==> src/inc/csel_consts.vh <==
/*
 * Constants of the clock source select block: register indices, field
 * positions, reset values, source codes and the switchover settle count.
 * Assumes it is included by bare name from files under core/.
 */
`ifndef CSEL_CONSTS_VH
`define CSEL_CONSTS_VH

// ----------------------------------------------------------------------
// Register indices (byte address is four times the index)
// ----------------------------------------------------------------------
`define CSEL_IDX_PLL_DSP    6'h0D
`define CSEL_IDX_DAC_OSR    6'h0E
`define CSEL_IDX_CP        6'h0F
`define CSEL_IDX_DSP_DAC_P 6'h10
`define CSEL_IDX_CP_OSR_P  6'h11
`define CSEL_IDX_STATUS    6'h20

// ----------------------------------------------------------------------
// Field positions (low bit of each field)
// ----------------------------------------------------------------------
`define CSEL_POS_PLL_REF   4
`define CSEL_POS_DSP_SRC   0
`define CSEL_POS_DAC_SRC   4
`define CSEL_POS_OSR_SRC   0
`define CSEL_POS_CP_SRC    0
`define CSEL_POS_DSP_PIN   4
`define CSEL_POS_DAC_PIN   0
`define CSEL_POS_CP_PIN    4
`define CSEL_POS_OSR_PIN   0

// ----------------------------------------------------------------------
// Reset values
// ----------------------------------------------------------------------
`define CSEL_RST_REG       8'h00

// ----------------------------------------------------------------------
// Pin selector codes
// ----------------------------------------------------------------------
`define CSEL_PIN_ZERO      3'h3
`define CSEL_PIN_TWO       3'h5

// ----------------------------------------------------------------------
// Internal source indices of the switch input vector
// ----------------------------------------------------------------------
`define CSEL_SRC_MASTER    3'h0
`define CSEL_SRC_PLL       3'h1
`define CSEL_SRC_OSC       3'h2
`define CSEL_SRC_MCLK      3'h3
`define CSEL_SRC_SCLK      3'h4
`define CSEL_SRC_GPIO      3'h5
`define CSEL_SRC_DAC       3'h6
`define CSEL_SRC_MUTE      3'h7

// ----------------------------------------------------------------------
// Timing and bus answers
// ----------------------------------------------------------------------
`define CSEL_SETTLE_CYCLES 4
`define CSEL_RESP_OKAY     2'h0
`define CSEL_RESP_SLVERR   2'h2

`endif

==> src/core/csel_top.v <==
/*
 * Clock source select: five source selectors (PLL reference, DSP, DAC,
 * oversampling and charge pump dividers) programmed over AXI4-Lite (the PLL
 * reference from auto_pll_ref while auto_clock_mode is high), each
 * feeding a glitch-free switch. Assumes every source clock and pin level
 * is already synchronous to aclk and slower than half its rate.
 */
`timescale 1ns/1ps
`include "csel_consts.vh"

module csel_top #(
   parameter AW = 8
) (
   input  wire          aclk,
   input  wire          aresetn,
   input  wire [AW-1:0] s_axi_awaddr,
   input  wire          s_axi_awvalid,
   output reg           s_axi_awready,
   input  wire [31:0]   s_axi_wdata,
   input  wire [3:0]    s_axi_wstrb,
   input  wire          s_axi_wvalid,
   output reg           s_axi_wready,
   output reg  [1:0]    s_axi_bresp,
   output reg           s_axi_bvalid,
   input  wire          s_axi_bready,
   input  wire [AW-1:0] s_axi_araddr,
   input  wire          s_axi_arvalid,
   output reg           s_axi_arready,
   output reg  [31:0]   s_axi_rdata,
   output reg  [1:0]    s_axi_rresp,
   output reg           s_axi_rvalid,
   input  wire          s_axi_rready,
   input  wire          master_clk,
   input  wire          pll_clk,
   input  wire          internal_oscillator,
   input  wire          mclk,
   input  wire          sclk,
   input  wire          general_pin_zero,
   input  wire          general_pin_two,
   input  wire          auto_clock_mode,
   input  wire          auto_pll_ref,
   output wire          pll_ref_clk,
   output wire          dsp_div_clk,
   output wire          dac_div_clk,
   output wire          osr_div_clk,
   output wire          cp_div_clk
);

   // -------------------------------------------------------------------
   // Source index decode helpers
   // -------------------------------------------------------------------

   // Codes 0..5 of the DAC style map straight to the source vector
   function [2:0] map_dac;
      input [2:0] code;
      begin
         if (code <= 3'h5)
            map_dac = code;
         else
            map_dac = `CSEL_SRC_MUTE;
      end
   endfunction

   // OSR style: 0 is the DAC clock, 1..6 shift down onto the vector
   function [2:0] map_osr;
      input [2:0] code;
      begin
         if (code == 3'h0)
            map_osr = `CSEL_SRC_DAC;
         else if (code <= 3'h6)
            map_osr = code - 3'h1;
         else
            map_osr = `CSEL_SRC_MUTE;
      end
   endfunction

   // Pin field is valid only for the two documented pin codes
   function pin_ok;
      input [2:0] code;
      begin
         pin_ok = (code == `CSEL_PIN_ZERO) || (code == `CSEL_PIN_TWO);
      end
   endfunction

   // -------------------------------------------------------------------
   // Registers
   // -------------------------------------------------------------------
   reg  [7:0]  pll_and_dsp_clock_source;
   reg  [7:0]  dac_and_osr_clock_source;
   reg  [7:0]  charge_pump_clock_source;
   reg  [7:0]  dsp_dac_gpio_clock_pin;
   reg  [7:0]  cp_osr_gpio_clock_pin;

   wire        pll_ref_select;
   wire [2:0]  dsp_divider_source;
   wire [2:0]  dac_divider_source;
   wire [2:0]  oversample_divider_source;
   wire [2:0]  charge_pump_divider_source;
   wire [2:0]  dsp_clock_pin_select;
   wire [2:0]  dac_clock_pin_select;
   wire [2:0]  charge_pump_clock_pin_select;
   wire [2:0]  oversample_clock_pin_select;

   assign pll_ref_select = pll_and_dsp_clock_source[`CSEL_POS_PLL_REF];
   assign dsp_divider_source =
      pll_and_dsp_clock_source[`CSEL_POS_DSP_SRC +: 3];
   assign dac_divider_source =
      dac_and_osr_clock_source[`CSEL_POS_DAC_SRC +: 3];
   assign oversample_divider_source =
      dac_and_osr_clock_source[`CSEL_POS_OSR_SRC +: 3];
   assign charge_pump_divider_source =
      charge_pump_clock_source[`CSEL_POS_CP_SRC +: 3];
   assign dsp_clock_pin_select =
      dsp_dac_gpio_clock_pin[`CSEL_POS_DSP_PIN +: 3];
   assign dac_clock_pin_select =
      dsp_dac_gpio_clock_pin[`CSEL_POS_DAC_PIN +: 3];
   assign charge_pump_clock_pin_select =
      cp_osr_gpio_clock_pin[`CSEL_POS_CP_PIN +: 3];
   assign oversample_clock_pin_select =
      cp_osr_gpio_clock_pin[`CSEL_POS_OSR_PIN +: 3];

   // -------------------------------------------------------------------
   // Source vectors and selections per channel
   // -------------------------------------------------------------------
   // Channel order: 0 PLL ref, 1 DSP, 2 DAC, 3 OSR, 4 CP
   wire [4:0]  ch_clk;
   wire [4:0]  ch_run;
   wire [4:0]  ch_sw;
   wire [39:0] ch_src;
   reg  [14:0] ch_sel;
   wire [4:0]  pin_lvl;
   wire [4:0]  pin_val;

   assign pin_lvl[1] = (dsp_clock_pin_select == `CSEL_PIN_TWO) ?
                       general_pin_two : general_pin_zero;
   assign pin_val[1] = pin_ok(dsp_clock_pin_select);
   assign pin_lvl[2] = (dac_clock_pin_select == `CSEL_PIN_TWO) ?
                       general_pin_two : general_pin_zero;
   assign pin_val[2] = pin_ok(dac_clock_pin_select);
   assign pin_lvl[3] = (oversample_clock_pin_select == `CSEL_PIN_TWO) ?
                       general_pin_two : general_pin_zero;
   assign pin_val[3] = pin_ok(oversample_clock_pin_select);
   assign pin_lvl[4] = (charge_pump_clock_pin_select == `CSEL_PIN_TWO) ?
                       general_pin_two : general_pin_zero;
   assign pin_val[4] = pin_ok(charge_pump_clock_pin_select);
   // PLL reference has no pin choice here
   assign pin_lvl[0] = 1'b0;
   assign pin_val[0] = 1'b0;

   // Selection decode; a GPIO choice with an unusable pin is muted
   always @* begin
      ch_sel = {5{`CSEL_SRC_MUTE}};
      if (auto_clock_mode ? auto_pll_ref : pll_ref_select)
         ch_sel[2:0] = `CSEL_SRC_SCLK;
      else
         ch_sel[2:0] = `CSEL_SRC_MCLK;
      ch_sel[5:3] = map_dac(dsp_divider_source);
      ch_sel[8:6] = map_dac(dac_divider_source);
      ch_sel[11:9] = map_osr(oversample_divider_source);
      ch_sel[14:12] = map_osr(charge_pump_divider_source);
      if (ch_sel[5:3] == `CSEL_SRC_GPIO && !pin_val[1])
         ch_sel[5:3] = `CSEL_SRC_MUTE;
      if (ch_sel[8:6] == `CSEL_SRC_GPIO && !pin_val[2])
         ch_sel[8:6] = `CSEL_SRC_MUTE;
      if (ch_sel[11:9] == `CSEL_SRC_GPIO && !pin_val[3])
         ch_sel[11:9] = `CSEL_SRC_MUTE;
      if (ch_sel[14:12] == `CSEL_SRC_GPIO && !pin_val[4])
         ch_sel[14:12] = `CSEL_SRC_MUTE;
   end

   // One switch per channel; the DAC clock tap is the DAC switch output,
   // so OSR and CP never see a glitch from a DAC reselection
   genvar gi;
   generate
      for (gi = 0; gi < 5; gi = gi + 1) begin : g_ch
         assign ch_src[gi*8 +: 8] = {1'b0, ch_clk[2], pin_lvl[gi], sclk,
                                     mclk, internal_oscillator, pll_clk,
                                     master_clk};
         csel_clk_switch u_sw (
            .aclk       (aclk),
            .aresetn    (aresetn),
            .src_levels (ch_src[gi*8 +: 8]),
            .want_sel   (ch_sel[gi*3 +: 3]),
            .clk_out    (ch_clk[gi]),
            .running    (ch_run[gi]),
            .switching  (ch_sw[gi])
         );
      end
   endgenerate

   assign pll_ref_clk = ch_clk[0];
   assign dsp_div_clk = ch_clk[1];
   assign dac_div_clk = ch_clk[2];
   assign osr_div_clk = ch_clk[3];
   assign cp_div_clk  = ch_clk[4];

   // -------------------------------------------------------------------
   // AXI4-Lite write path
   // -------------------------------------------------------------------
   reg          aw_held;
   reg          w_held;
   reg [AW-1:0] aw_addr;
   reg [7:0]    w_byte;
   reg          w_en0;
   wire [5:0]   w_idx;
   wire         w_go;

   assign w_idx = aw_addr[7:2];
   assign w_go  = aw_held && w_held && !s_axi_bvalid;

   // Address and data are taken independently, in either order
   always @(posedge aclk) begin
      if (!aresetn) begin
         aw_held                  <= 1'b0;
         w_held                   <= 1'b0;
         aw_addr                  <= {AW{1'b0}};
         w_byte                   <= 8'h00;
         w_en0                    <= 1'b0;
         s_axi_awready            <= 1'b0;
         s_axi_wready             <= 1'b0;
         s_axi_bvalid             <= 1'b0;
         s_axi_bresp              <= `CSEL_RESP_OKAY;
         pll_and_dsp_clock_source <= `CSEL_RST_REG;
         dac_and_osr_clock_source <= `CSEL_RST_REG;
         charge_pump_clock_source <= `CSEL_RST_REG;
         dsp_dac_gpio_clock_pin   <= `CSEL_RST_REG;
         cp_osr_gpio_clock_pin    <= `CSEL_RST_REG;
      end else begin
         s_axi_awready <= !aw_held && !s_axi_awready && !s_axi_bvalid;
         s_axi_wready  <= !w_held && !s_axi_wready && !s_axi_bvalid;
         if (s_axi_awvalid && s_axi_awready) begin
            aw_held       <= 1'b1;
            aw_addr       <= s_axi_awaddr;
            s_axi_awready <= 1'b0;
         end
         if (s_axi_wvalid && s_axi_wready) begin
            w_held       <= 1'b1;
            w_byte       <= s_axi_wdata[7:0];
            w_en0        <= s_axi_wstrb[0];
            s_axi_wready <= 1'b0;
         end
         if (w_go) begin
            aw_held      <= 1'b0;
            w_held       <= 1'b0;
            s_axi_bvalid <= 1'b1;
            s_axi_bresp  <= `CSEL_RESP_OKAY;
            case (w_idx)
               `CSEL_IDX_PLL_DSP:
                  if (w_en0) pll_and_dsp_clock_source <= w_byte;
               `CSEL_IDX_DAC_OSR:
                  if (w_en0) dac_and_osr_clock_source <= w_byte;
               `CSEL_IDX_CP:
                  if (w_en0) charge_pump_clock_source <= w_byte;
               `CSEL_IDX_DSP_DAC_P:
                  if (w_en0) dsp_dac_gpio_clock_pin <= w_byte;
               `CSEL_IDX_CP_OSR_P:
                  if (w_en0) cp_osr_gpio_clock_pin <= w_byte;
               // Status is read only; writes to it are ignored quietly
               `CSEL_IDX_STATUS: s_axi_bresp <= `CSEL_RESP_OKAY;
               default: s_axi_bresp <= `CSEL_RESP_SLVERR;
            endcase
         end else if (s_axi_bvalid && s_axi_bready) begin
            s_axi_bvalid <= 1'b0;
         end
      end
   end

   // -------------------------------------------------------------------
   // AXI4-Lite read path
   // -------------------------------------------------------------------
   reg [31:0] next_rdata;
   reg        next_rerr;

   // Read mux; reserved register bits read back as written
   always @* begin
      next_rdata = 32'h0000_0000;
      next_rerr  = 1'b0;
      case (s_axi_araddr[7:2])
         `CSEL_IDX_PLL_DSP:   next_rdata[7:0] = pll_and_dsp_clock_source;
         `CSEL_IDX_DAC_OSR:   next_rdata[7:0] = dac_and_osr_clock_source;
         `CSEL_IDX_CP:        next_rdata[7:0] = charge_pump_clock_source;
         `CSEL_IDX_DSP_DAC_P: next_rdata[7:0] = dsp_dac_gpio_clock_pin;
         `CSEL_IDX_CP_OSR_P:  next_rdata[7:0] = cp_osr_gpio_clock_pin;
         `CSEL_IDX_STATUS:    next_rdata[12:0] = {ch_sw, 3'h0, ch_run};
         default:             next_rerr = 1'b1;
      endcase
   end

   // One read at a time; arready is a single-cycle offer
   always @(posedge aclk) begin
      if (!aresetn) begin
         s_axi_arready <= 1'b0;
         s_axi_rvalid  <= 1'b0;
         s_axi_rdata   <= 32'h0000_0000;
         s_axi_rresp   <= `CSEL_RESP_OKAY;
      end else begin
         s_axi_arready <= !s_axi_arready && !s_axi_rvalid;
         if (s_axi_arvalid && s_axi_arready) begin
            s_axi_arready <= 1'b0;
            s_axi_rvalid  <= 1'b1;
            s_axi_rdata   <= next_rdata;
            s_axi_rresp   <= next_rerr ? `CSEL_RESP_SLVERR : `CSEL_RESP_OKAY;
         end else if (s_axi_rvalid && s_axi_rready) begin
            s_axi_rvalid <= 1'b0;
         end
      end
   end

endmodule // csel_top

==> src/core/csel_clk_switch.v <==
/*
 * One glitch-free clock source switch: picks one of eight source levels,
 * finishes the high phase of the old source, then holds low while the new
 * source settles. Assumes all source levels are synchronous to aclk.
 */
`timescale 1ns/1ps
`include "csel_consts.vh"

module csel_clk_switch #(
   parameter          CW     = 4,
   parameter [CW-1:0] SETTLE = `CSEL_SETTLE_CYCLES
) (
   input  wire          aclk,
   input  wire          aresetn,
   input  wire [7:0]    src_levels,
   input  wire [2:0]    want_sel,
   output reg           clk_out,
   output reg           running,
   output reg           switching
);

   // -------------------------------------------------------------------
   // States
   // -------------------------------------------------------------------
   localparam [2:0] ST_RUN    = 3'b001;
   localparam [2:0] ST_DRAIN  = 3'b010;
   localparam [2:0] ST_SETTLE = 3'b100;

   reg [2:0]    state;
   reg [2:0]    cur_sel;
   reg [CW-1:0] cnt;

   // Switch sequencer; starts muted so the reset selection also settles
   always @(posedge aclk) begin
      if (!aresetn) begin
         state     <= ST_SETTLE;
         cur_sel   <= `CSEL_SRC_MUTE;
         cnt       <= {CW{1'b0}};
         clk_out   <= 1'b0;
         running   <= 1'b0;
         switching <= 1'b1;
      end else begin
         case (state)
            ST_RUN: begin
               clk_out <= src_levels[cur_sel];
               if (want_sel != cur_sel) begin
                  state     <= ST_DRAIN;
                  switching <= 1'b1;
               end
            end
            ST_DRAIN: begin
               // Let the old high phase finish before muting
               if (src_levels[cur_sel] == 1'b0) begin
                  clk_out <= 1'b0;
                  cur_sel <= want_sel;
                  cnt     <= {CW{1'b0}};
                  running <= 1'b0;
                  state   <= ST_SETTLE;
               end else begin
                  clk_out <= 1'b1;
               end
            end
            ST_SETTLE: begin
               clk_out <= 1'b0;
               if (want_sel != cur_sel) begin
                  cur_sel <= want_sel;
                  cnt     <= {CW{1'b0}};
               end else if (cnt == SETTLE - 1'b1) begin
                  state     <= ST_RUN;
                  switching <= 1'b0;
                  running   <= (cur_sel != `CSEL_SRC_MUTE);
               end else begin
                  cnt <= cnt + 1'b1;
               end
            end
            default: begin
               state   <= ST_SETTLE;
               clk_out <= 1'b0;
            end
         endcase
      end
   end

endmodule // csel_clk_switch

==> config.mk <==
export PLATFORM = sky130hd
export DESIGN_NAME = csel_top
export DESIGN_NICKNAME = d
export VERILOG_FILES = /design/src/core/csel_top.v /design/src/core/csel_clk_switch.v
export VERILOG_INCLUDE_DIRS = /design/src /design/src/inc
export SDC_FILE = /design/constraint.sdc
export NUM_CORES = 1
export LEC_CHECK = 0
export BUFFER_PORTS_ARGS = -buffer_cell sky130_fd_sc_hd__buf_2
export CORE_UTILIZATION = 43
export DETAILED_ROUTE_END_ITERATION = 8
export PLACE_DENSITY_LB_ADDON = 0.25
export SLEW_MARGIN = 10
export SYNTH_ARGS = -nofsm -noshare
export SYNTH_HDL_FRONTEND = slang
export SYNTH_HIERARCHICAL = 1
export SYNTH_SLANG_ARGS = --single-unit
==> constraint.sdc <==
create_clock -name aclk -period 5.9 [get_ports aclk]
set_clock_uncertainty 0.1 [all_clocks]
set_input_delay 1.18 -clock aclk [delete_from_list [all_inputs] [get_ports aclk]]
set_output_delay 1.18 -clock aclk [all_outputs]
set_load 0.005 [all_outputs]
==> results of run 1 <==
[worst reg2reg max path, stage by stage (launching register included)]
cell	delay [ps]
dfxtp_1	380
inv_1	120
ha_1	200
nand2b_1	150
a31oi_1	340
nand3_1	160
nand2_1	160
xnor2_2	130
nand3_2	160
o21ai_0	300
nand2_1	140
nor3_2	180
[layout make-up]
type	instances	area, sq um	share of cell area
Clock buffer	17	425	0.0471
Clock inverter	15	166	0.0184
Inverter	24	90.1	0.00998
Multi-Input combinational cell	680	4890	0.542
Sequential cell	142	2840	0.315
Tap cell	229	287	0.0317
Timing Repair Buffer	63	323	0.0358
[per-layer routing]
layer / GRT usage / wire (microns)
met3: 0.0376 / 467
met4: 0.0573 / 195
met2: 0.326 / 8550
met1: 0.260 / 9010
met5: 0 / 0
[through the flow]
stage	util	hold slack [ps]	area [sq um]	power (mW)	instances
after global placement	0.463	341	8440	1.67	1138
after detailed placement	0.463	348	8440	1.67	1138
after CTS	0.496	356	9030	2.76	1170
after global routing	0.496	371	9030	2.88	1170
after floorplan	-	337	8170	1.58	904
final	0.496	349	9030	2.74	1170
[report_power, final]
group          total [mW]  switching, mW  internal (mW)
Sequential           1.12          0.102           1.02
Clock                1.09          0.485          0.606
Combinational       0.532          0.281          0.251
Total                2.74          0.868           1.87
[cells in the mapped netlist (all sizes together), types with 20 or more instances]
master,n
a21boi,23
a21oi,32
buf,31
clkbuf,27
dfxtp,142
inv,24
mux2i,89
nand2,69
nand2b,22
nand3,50
nor2,36
nor2b,81
o21ai,42
xnor2,20
[cells in the final DEF, fill, tap and decap left out, types with 6 or more instances in the layout]
| cell type | n |
|---|---|
| nand2_1 | 59 |
| a221oi_1 | 7 |
| nand3_2 | 10 |
| nand2_2 | 10 |
| nor3b_2 | 10 |
| clkbuf_16 | 17 |
| xnor2_1 | 15 |
| nor3_1 | 14 |
| nor2_1 | 26 |
| o21ai_0 | 40 |
| nand2b_1 | 12 |
| a31o_2 | 12 |
| inv_1 | 24 |
| buf_2 | 60 |
| conb_1 | 27 |
| o221a_1 | 10 |
| nor2_2 | 10 |
| a2bb2oi_1 | 6 |
| nand3_1 | 40 |
| a21boi_0 | 18 |
| ha_1 | 13 |
| mux2i_1 | 89 |
| inv_8 | 7 |
| nand4_1 | 7 |
| a21oi_1 | 27 |
| o31a_1 | 10 |
| dfxtp_1 | 142 |
| and3_1 | 18 |
| nor2b_1 | 81 |
| o22ai_1 | 6 |
[sequential cells by signal, indices dropped and copies added (netlist names)]
signal,count
aw_held,1
w_byte,8
w_en0,1
aw_addr,6
s_axi_bvalid,1
g_ch.u_sw/clk_out,5
s_axi_awready,1
s_axi_rdata,13
s_axi_bresp,1
dsp_dac_gpio_clock_pin,8
s_axi_rresp,1
g_ch.u_sw/cur_sel,15
cp_osr_gpio_clock_pin,8
charge_pump_clock_source,8
s_axi_arready,1
w_held,1
g_ch.u_sw/cnt,20
dac_and_osr_clock_source,8
g_ch.u_sw/state,15
g_ch.u_sw/running,5
pll_and_dsp_clock_source,8
g_ch.u_sw/switching,5
s_axi_wready,1
s_axi_rvalid,1
[cells by family (layout without fill, tap and decap cells)]
group,count (synthesis),in the layout,synth area share
other cells,1,27,0.000464
simple gates,346,346,0.267
xor+xnor,24,24,0.0307
flops,142,142,0.352
fa+ha+maj,13,13,0.0201
buf+inv,82,119,0.0541
mux,98,98,0.123
compound gates,172,172,0.152
[worst max path at each step]
| stage | from | to | slack (ps) | cells after the start |
|---|---|---|---|---|
| after floorplan | auto_clock_mode | g_ch[0].u_sw/running$_SDFFE_PN0P_ | 3140 | 6 |
| after global placement | s_axi_araddr[2] | s_axi_rdata[0]$_SDFFE_PN0P_ | 2600 | 5 |
| after detailed placement | s_axi_araddr[2] | s_axi_rdata[0]$_SDFFE_PN0P_ | 2570 | 5 |
| after CTS | s_axi_araddr[2] | s_axi_rdata[0]$_SDFFE_PN0P_ | 3020 | 5 |
| after global routing | s_axi_araddr[2] | s_axi_rdata[2]$_SDFFE_PN0P_ | 2980 | 5 |
| final | s_axi_araddr[2] | s_axi_rdata[0]$_SDFFE_PN0P_ | 3030 | 5 |
==> key figures, run 1 <==
Timing
  • Fmax: 348 MHz
  • Final Setup Violations: 0
  • Final WS setup: 3030 ps
  • Setup TNS: 0 ps
  • RSZ-0062 raised after global routing: false
  • Fin. Hold Viols: 0
  • Fin. max-slew vios: 0
  • Worst-Margin Slew: 1040 ps
  • Rel. slew slack: 0.302
  • Crit share post-route: 0.487
  • Fin crit period: 2870 ps

Power
  • Maximum vdd drop: 0.000188 V
  • Leakage power: 3.71 nW
  • Pwr dens: 304 nW/um^2

GRT
  • Global Route Usage Sum: 0.197
  • Largest net degree at the start of global routing: 86
  • First-pass GRT wire length: 30.4 mm
  • Initial antenna violation count: 0
  • Number of global-route vias before repair: 5974
  • Total grt overflow: 0

Route
  • Final ANT Viol Nets: 0
  • Vias/cell: 5.35
  • Remaining DRCs: 2
  • DR vias: 6262
  • Final wirelength: 18.2 mm
  • Post-DR wirelength/cell: 15.6 microns
  • Drt initial violations: 361
  • First drt pass iteration count: 6

Critical path
  • Setup crit end kind: register
  • FF-to-FF End: g_ch[4].u_sw/state[0]$_SDFFE_PN0P_
  • Worst Reg-to-Reg Cells: 11
  • Worst r2r src: charge_pump_clock_source[0]$_SDFFE_PN0P_
  • Data required time of the worst path: 6160 ps
  • Worst Path Buf+Inv: 1
  • Setup crit start kind: primary input
  • Critical path type: primary input to register
  • CP top delay family: simple AND/OR/NAND/NOR gates
  • Cells along the critical path: buf_2 -> or4_4 -> nor3b_4 -> a221oi_1 -> a21oi_1
  • FF-to-FF setup slack: 3330 ps
  • Arrival time at the worst endpoint: 3130 ps
  • Worst path max stage delay: 650 ps
  • Top fanout value on the critical path: 12
  • Slowest CP cell: nor3b_4

Synthesis
  • Post-Syn Instances: 878
  • Yosys top cell by area: dfxtp_1
  • Yosys reg bits: 142
  • Sequential share of the synthesized area: 0.352
  • Synth top area share: 0.352
  • Synth cell types: 63
  • Ys async rst share: 0
  • Ys flop type: dfxtp_1
  • Syn avg cell area: 9.20 sq um
  • Mapped Area: 8080 sq um
  • Top post-synthesis cells by area: dfxtp_1 (35%), mux2i_1 (11%), nor2b_1 (6.3%), nand2_1 (2.7%), nand3_1 (2.5%)
  • EDFF count, synth: 0
  • Total number of yosys warnings: 6

Die
  • Die width: 139 microns
  • Die area: 19300 sq um
  • Core Footprint: 18200 sq um
  • FP Rows: 49
  • Initial core utilization: 0.444
  • Die H: 139 microns
  • Ports: 114

Min path
  • WHS Endpoint: s_axi_rdata[11]$_SDFFE_PN0P_
  • Hold path start: s_axi_rdata[11]$_SDFFE_PN0P_
  • Min-delay worst type: register to register
  • Worst hold path stage count: 2

Layout
  • Layout cells sized above 1: 0.206
  • ANT cells: 0
  • NumNets Final: 1009
  • Area Growth Syn to Fin: 11.8%
  • Filler cell count: 1735

Clocking
  • TritonCTS Buffers: 17
  • Worst-case clock buffer depth: 2
  • Clk root buf: clkbuf_16
  • TritonCTS clock tree: built
  • Clock transition at path regs: 70 ps
  • Setup bufs post-CTS: 0
  • Sink Count: 142
  • Clock Latency Late Sink: 430 ps
  • Htree depth: 4
  • Cts hold-fix bufs: 0
  • CTS-repair resized insts: 0

Placed design
  • Gp weighted congestion: 0.805
  • Buffers on Ports: 61
  • Placement Setup Slack: 2570 ps
  • Hpwl dp: 12.7 mm

Status
  • Failing checks: design-rule violations
  • Status: finished, violations left

Run
  • Max-cap violation count: 0
Note: power is estimated with default switching activity, not from simulation.
==> run 2: changes to the inputs <==
==> constraint.sdc (replaced) <==
create_clock -name aclk -period 2.97 [get_ports aclk]
set_clock_uncertainty 0.1 [all_clocks]
set_input_delay 0.594 -clock aclk [delete_from_list [all_inputs] [get_ports aclk]]
set_output_delay 0.594 -clock aclk [all_outputs]
set_load 0.005 [all_outputs]
==> run 2 against run 1 <==
Net effect:
- the flow still finishes with violations (design-rule violations)
- sequential power increased by 99%
- total power increased by 100%
- first-iteration DRC count decreased by 2.8%
- sequential cell count unchanged
- critical path depth increased by 6
- via count increased by 0.13%
- final area increased by 0.90%
- clock-buffer cell count increased by 1
- cell count increased by 0.68%
- sequential share of layout area decreased by 0.28 points
- routed wire length increased by 0.37%
- worst setup slack got worse by 2600 ps
- critical endpoint is now g_ch[4].u_sw/cnt[3]$_SDFFE_PN0P_
- largest cell class unchanged
- highest routed layer unchanged
==> key figures, run 2 (same netlist as run 1, synthesis figures left out) <==
Status
  • Status: finished, violations left
  • Failing checks: design-rule violations

GRT
  • Largest net degree at the start of global routing: 103 (+20%)
  • Busiest grt layer: met2
  • Met1 global-route usage: 0.252 (-0.00800)
  • Total grt overflow: 0 (unchanged)
  • Initial antenna violation count: 0 (unchanged)
  • Number of global-route vias before repair: 6105 (+2.2%)
  • GR Util met2: 0.326 (about the same)
  • Global Route Usage Sum: 0.196 (-0.000792)
  • Grt met3 use: 0.0359 (-0.00173)
  • First-pass GRT wire length: 30.2 mm (-0.48%)

Clocking
  • Htree depth: 4 (unchanged)
  • Clk root buf: clkbuf_16
  • Worst-case clock buffer depth: 2 (unchanged)
  • Clock Latency Late Sink: 440 ps (about the same)
  • Cts hold-fix bufs: 0 (unchanged)
  • Clock transition at path regs: 70 ps (about the same)
  • TritonCTS clock tree: built
  • Setup bufs post-CTS: 0 (unchanged)
  • Sink Count: 142 (unchanged)
  • CTS-repair resized insts: 0 (unchanged)
  • TritonCTS Buffers: 17 (unchanged)

Route
  • Drt initial violations: 351 (-2.8%)
  • First drt pass iteration count: 6 (unchanged)
  • Final wirelength: 18.3 mm (+0.37%)
  • DR vias: 6270 (+0.13%)
  • Post-DR wirelength/cell: 15.5 microns (-0.31%)
  • Remaining DRCs: 2 (unchanged)
  • Vias/cell: 5.32 (-0.55%)
  • Final ANT Viol Nets: 0 (unchanged)

Layout
  • NumNets Final: 1017 (+0.79%)
  • ANT cells: 0 (unchanged)
  • Max reg flops: 20 (unchanged)
  • Layout cells sized above 1: 0.213 (+0.00669)
  • Largest registers: g_ch.u_sw/cnt x20, g_ch.u_sw/cur_sel x15, g_ch.u_sw/state x15
  • Most flop-heavy register: g_ch.u_sw/cnt
  • Area Growth Syn to Fin: 12.8%
  • Commonest non-fill, non-tap cell in the layout: dfxtp_1
  • Final Util: 0.500 (+0.00447)
  • Filler cell count: 1737 (+0.12%)
  • Most frequent cells in the layout: dfxtp_1 (142), mux2i_1 (89), nor2b_1 (81)

Timing
  • Crit share post-route: 0.857
  • Fin. max-slew vios: 0 (unchanged)
  • Worst-Margin Slew: 681 ps (-356 ps)
  • RSZ-0062 raised after global routing: false
  • Fmax: 393 MHz
  • Rel. slew slack: 0.544 (+0.242)
  • Fin. Hold Viols: 0 (unchanged)
  • Fin crit period: 2540 ps
  • Setup TNS: 0 ps (unchanged)
  • Hold slack: 300 ps (-49.2 ps)
  • Final Setup Violations: 0 (unchanged)

Die
  • Die width: 139 microns (unchanged)
  • FP Rows: 49 (unchanged)
  • Die H: 139 microns (unchanged)
  • Die area: 19300 sq um (unchanged)
  • Initial core utilization: 0.444 (unchanged)
  • Core Footprint: 18200 sq um (unchanged)
  • Ports: 114 (unchanged)

Placed design
  • Gp weighted congestion: 0.786 (-2.3%)
  • Buffers on Ports: 61 (unchanged)
  • Hpwl dp: 12.9 mm (+1.7%)

Critical path
  • FF-to-FF setup slack: 430 ps (-2900 ps)
  • Arrival time at the worst endpoint: 2820 ps (-310 ps)
  • Top fanout value on the critical path: 7 (-5)
  • Data required time of the worst path: 3240 ps (-2920 ps)
  • Setup crit start kind: register
  • Setup crit end kind: register
  • Critical path type: register to register

Power
  • Switching portion of total power: 0.315 (-0.00152)
  • Combinational power share: 0.196 (+0.002)
  • Psw: 1.72 mW (+99%)
  • Sequential fraction of design power: 0.407 (about the same)
  • Internal Pwr Total: 3.75 mW (+100%)
  • Leakage power: 3.75 nW (+1.2%)
  • Maximum vdd drop: 0.000415 V (+120%)
  • Clock power share: 0.398 (about the same)
  • Pwr dens: 601 nW/um^2 (+98%)

Min path
  • Min-delay worst type: primary input to register

Run
  • Max-cap violation count: 0 (unchanged)
==> run 2: cell types whose count changed in the layout (fill, tap and decap cells not counted), sizes merged <==
| cell | change |
|---|---|
| buf | +8 |
| clkbuf | +1 |
| clkinv | -1 |
==> run 2: power groups by stage <==
stage / Sequential [mW] / Combinational [mW] / Clock (mW)
6_report: 2.23 / 1.07 / 2.17
5_1_grt: 2.25 / 1.19 / 2.30
4_1_cts: 2.22 / 1.08 / 2.22
3_5_place_dp: 2.27 / 1.08 / 0
3_3_place_gp: 2.26 / 1.06 / 0
2_1_floorplan: 2.15 / 0.981 / 0
==> run 2: path summary, 6_finish.rpt <==
path | startpoint | end | depth (start not counted)
worst max-delay path | charge_pump_clock_source[0]$_SDFFE_PN0P_ | g_ch[4].u_sw/cnt[3]$_SDFFE_PN0P_ | 11
worst min-delay path | s_axi_wdata[7] | w_byte[7]$_SDFFE_PN0P_ | 3
worst max register to register | charge_pump_clock_source[0]$_SDFFE_PN0P_ | g_ch[4].u_sw/cnt[3]$_SDFFE_PN0P_ | 11
worst min register to register | s_axi_rvalid$_SDFFE_PN0P_ | s_axi_arready$_SDFF_PP0_ | 1
==> run 2: layout make-up <==
type / instances / area (sq um) / share of cell area
tap: 229 / 287 / 0.0315
sequential: 142 / 2840 / 0.312
multi-input combinational: 680 / 4890 / 0.537
timing repair buffer: 71 / 395 / 0.0434
inverter: 24 / 90.1 / 0.00989
clock buffer: 18 / 439 / 0.0482
clock inverter: 14 / 161 / 0.0177
==> run 2: metal layers <==
metal / wire, microns / vias up / part of all wire
li1: - / 3209 / -
met1: 8800 / 2932 / 0.48
met2: 8600 / 104 / 0.47
met3: 581 / 25 / 0.032
met4: 314 / 0 / 0.017
met5: 0 / - / 0
==> run 2: through the flow <==
step	setup WS (ps)	power [mW]	cell area (sq um)	std cells
after global placement	481	3.32	8510	1146
after floorplan	741	3.13	8170	904
after detailed placement	448	3.34	8510	1146
after global routing	232	5.74	9110	1178
final	426	5.47	9110	1178
after CTS	433	5.53	9110	1178
==> run 2: worst max-delay path: stages, from the launching register on <==
cell	delay, ps
dfxtp_1	370
inv_1	120
ha_1	200
nand2b_1	160
a31oi_1	320
nand3_1	150
nand2_1	130
xnor2_1	150
nand3_2	160
nor3_1	320
and3_1	210
a31o_2	90
==> run 3: changes to the inputs <==
==> constraint.sdc (replaced) <==
create_clock -name aclk -period 2.51 [get_ports aclk]
set_clock_uncertainty 0.1 [all_clocks]
set_input_delay 0.502 -clock aclk [delete_from_list [all_inputs] [get_ports aclk]]
set_output_delay 0.502 -clock aclk [all_outputs]
set_load 0.005 [all_outputs]
==> run 3 against run 2 <==
Net effect:
- the run still ends with design-rule violations left
- final area increased by 0.69%
- highest routed layer unchanged
- routed wire length decreased by 1.8%
- sequential cell count unchanged
- clock-buffer cell count unchanged
==> key figures, run 3 (same netlist as run 1, synthesis figures left out) <==
Timing
  • Final WS setup: 181 ps (-245 ps)
  • Fin. Hold Viols: 0 (unchanged)
  • Crit share post-route: 0.928 (+0.0712)
  • Fin crit period: 2330 ps (-215 ps)
  • Rel. slew slack: 0.619 (+0.0745)
  • Fin. max-slew vios: 0 (unchanged)
  • RSZ-0062 raised after global routing: false
  • Setup TNS: 0 ps (unchanged)
  • Worst-Margin Slew: 571 ps (-110 ps)
  • Fmax: 429 MHz (+9.2%)
  • Final Setup Violations: 0 (unchanged)

Layout
  • Area Growth Syn to Fin: 13.6%
  • Most frequent cells in the layout: dfxtp_1 (139), mux2i_1 (89), nor2b_1 (81)
  • Commonest non-fill, non-tap cell in the layout: dfxtp_1
  • NumNets Final: 1024 (+0.69%)
  • Max reg flops: 20 (unchanged)
  • Filler cell count: 1742 (+0.29%)
  • Post-Layout Cell Count: 1186 (+0.68%)
  • Largest registers: g_ch.u_sw/cnt x20, g_ch.u_sw/cur_sel x15, g_ch.u_sw/state x15
  • Layout cells sized above 1: 0.231 (+0.0183)
  • Most flop-heavy register: g_ch.u_sw/cnt

Clocking
  • TritonCTS clock tree: built
  • Setup bufs post-CTS: 0 (unchanged)
  • TritonCTS Buffers: 17 (unchanged)
  • Clock transition at path regs: 70 ps (about the same)
  • Cts hold-fix bufs: 0 (unchanged)
  • Clk root buf: clkbuf_16
  • Clock Latency Late Sink: 430 ps (about the same)
  • Sink Count: 142 (unchanged)
  • CTS-repair resized insts: 0 (unchanged)
  • Worst-case clock buffer depth: 2 (unchanged)
  • Htree depth: 4 (unchanged)

GRT
  • Total grt overflow: 0 (unchanged)
  • Largest net degree at the start of global routing: 102 (-0.97%)
  • Global Route Usage Sum: 0.195 (-0.00111)
  • Initial antenna violation count: 1 (+1)
  • Number of global-route vias before repair: 6038 (-1.1%)
  • First-pass GRT wire length: 30.3 mm (+0.21%)

Min path
  • Hold path start: s_axi_wdata[5]
  • Min-delay worst type: primary input to register
  • Worst hold path stage count: 3 (unchanged)
  • WHS Endpoint: w_byte[5]$_SDFFE_PN0P_

Power
  • Clock power share: 0.387 (-0.011)
  • Power, Total: 6.38 mW (+17%)
  • Psw: 2.04 mW (+18%)
  • Internal Pwr Total: 4.34 mW (+16%)
  • Pwr dens: 696 nW/um^2 (+16%)
  • Combinational power share: 0.200 (+0.004)
  • Switching portion of total power: 0.319 (+0.00418)
  • Sequential fraction of design power: 0.413 (+0.006)
  • Leakage power: 3.79 nW (+0.92%)
  • Maximum vdd drop: 0.000436 V (+5.0%)

Route
  • Drt initial violations: 314 (-11%)
  • Final wirelength: 18.0 mm (-1.8%)
  • First drt pass iteration count: 6 (unchanged)
  • Post-DR wirelength/cell: 15.1 microns (-2.5%)
  • Final ANT Viol Nets: 0 (unchanged)
  • Remaining DRCs: 2 (unchanged)
  • Vias/cell: 5.26 (-1.2%)
  • DR vias: 6239 (-0.49%)

Placed design
  • Hpwl dp: 12.9 mm (about the same)
  • Gp weighted congestion: 0.783 (-0.45%)
  • Placed Cells: 1153 (+0.61%)
  • Buffers on Ports: 61 (unchanged)
  • Placement Setup Slack: 119 ps (-328 ps)

Die
  • Die area: 19300 sq um (unchanged)
  • Ports: 114 (unchanged)
  • Core Footprint: 18200 sq um (unchanged)
  • Die H: 139 microns (unchanged)
  • Initial core utilization: 0.444 (unchanged)
  • Die width: 139 microns (unchanged)
  • FP Rows: 49 (unchanged)

Critical path
  • Crit path from: charge_pump_clock_source[0]$_SDFFE_PN0P_
  • FF-to-FF End: g_ch[4].u_sw/running$_SDFFE_PN0P_
  • Top fanout value on the critical path: 7 (unchanged)
  • Setup crit start kind: register
  • Data required time of the worst path: 2720 ps (-520 ps)
  • Arrival time at the worst endpoint: 2540 ps (-280 ps)
  • Critical path type: register to register
  • Worst Reg-to-Reg Cells: 10 (-1)
  • Setup crit end kind: register
  • FF-to-FF setup slack: 180 ps (-240 ps)
  • Worst r2r src: charge_pump_clock_source[0]$_SDFFE_PN0P_

Status
  • Failing checks: design-rule violations
  • Status: finished, violations left

Run
  • Max-cap violation count: 0 (unchanged)
## run 3: cell types whose count changed in the layout (fill, tap and decap cells not counted), moves of 2 or more
cell,delta
buf_4,+7
dfxtp_1,-3
dfxtp_2,+3
inv_1,-2
inv_2,+2
inv_8,+2
nand2_1,-2
nand2_2,+2
nor3_1,-3
nor3_2,+3
## run 3: worst max-delay path, cell delays in order, from the launching register on
cell and delay, ps:
dfxtp_2 350, inv_2 60, ha_1 180, nand2b_1 170
a31oi_2 230, nand3_2 130, nand2_2 100, xnor2_1 140
nand3_2 200, o31a_1 340, o221a_1 220
## run 3: worst max-delay path by stage
stage / endpoint / slack [ps] / cells past startpoint
floorplan: g_ch[4].u_sw/running$_SDFFE_PN0P_ / 280 / 10
global placement: s_axi_rdata[10]$_SDFFE_PN0P_ / 170 / 6
detailed placement: g_ch[4].u_sw/running$_SDFFE_PN0P_ / 120 / 10
CTS: g_ch[4].u_sw/cnt[2]$_SDFFE_PN0P_ / 110 / 11
global route: g_ch[3].u_sw/state[0]$_SDFFE_PN0P_ / 30 / 11
finish: g_ch[4].u_sw/running$_SDFFE_PN0P_ / 180 / 10
## run 3: power groups by stage
stage	combinational [mW]	sequential (mW)	clock, mW
after global routing	1.42	2.67	2.61
after floorplan	1.16	2.54	0
after global placement	1.25	2.68	0
after detailed placement	1.26	2.68	0
final	1.28	2.63	2.47
after CTS	1.27	2.63	2.52
## run 3: area by class of cell
cell class / instances / area [sq um] / share of cell area
Timing Repair Buffer: 78 / 448 / 0.0488
Clock buffer: 18 / 439 / 0.0479
Clock inverter: 14 / 134 / 0.0146
Tap cell: 229 / 287 / 0.0312
Multi-Input combinational cell: 680 / 4930 / 0.537
Antenna cell: 1 / 2.50 / 0.000273
Inverter: 24 / 90.1 / 0.00982
Sequential cell: 142 / 2850 / 0.310
## run 3: per-layer routing
metal,GRT usage,vias to the layer above,part of all wire
met4,0.0637,0,0.014
met1,0.255,2881,0.48
met5,0,-,0
met3,0.0387,21,0.036
met2,0.321,104,0.47
li1,-,3233,-
## run 3: metrics by stage
step / hold slack (ps) / utilization / cell area, sq um
finish: 211 / 0.504 / 9170
global placement: 338 / 0.470 / 8560
floorplan: 337 / - / 8170
detailed placement: 342 / 0.470 / 8560
CTS: 202 / 0.502 / 9140
global route: 216 / 0.504 / 9170
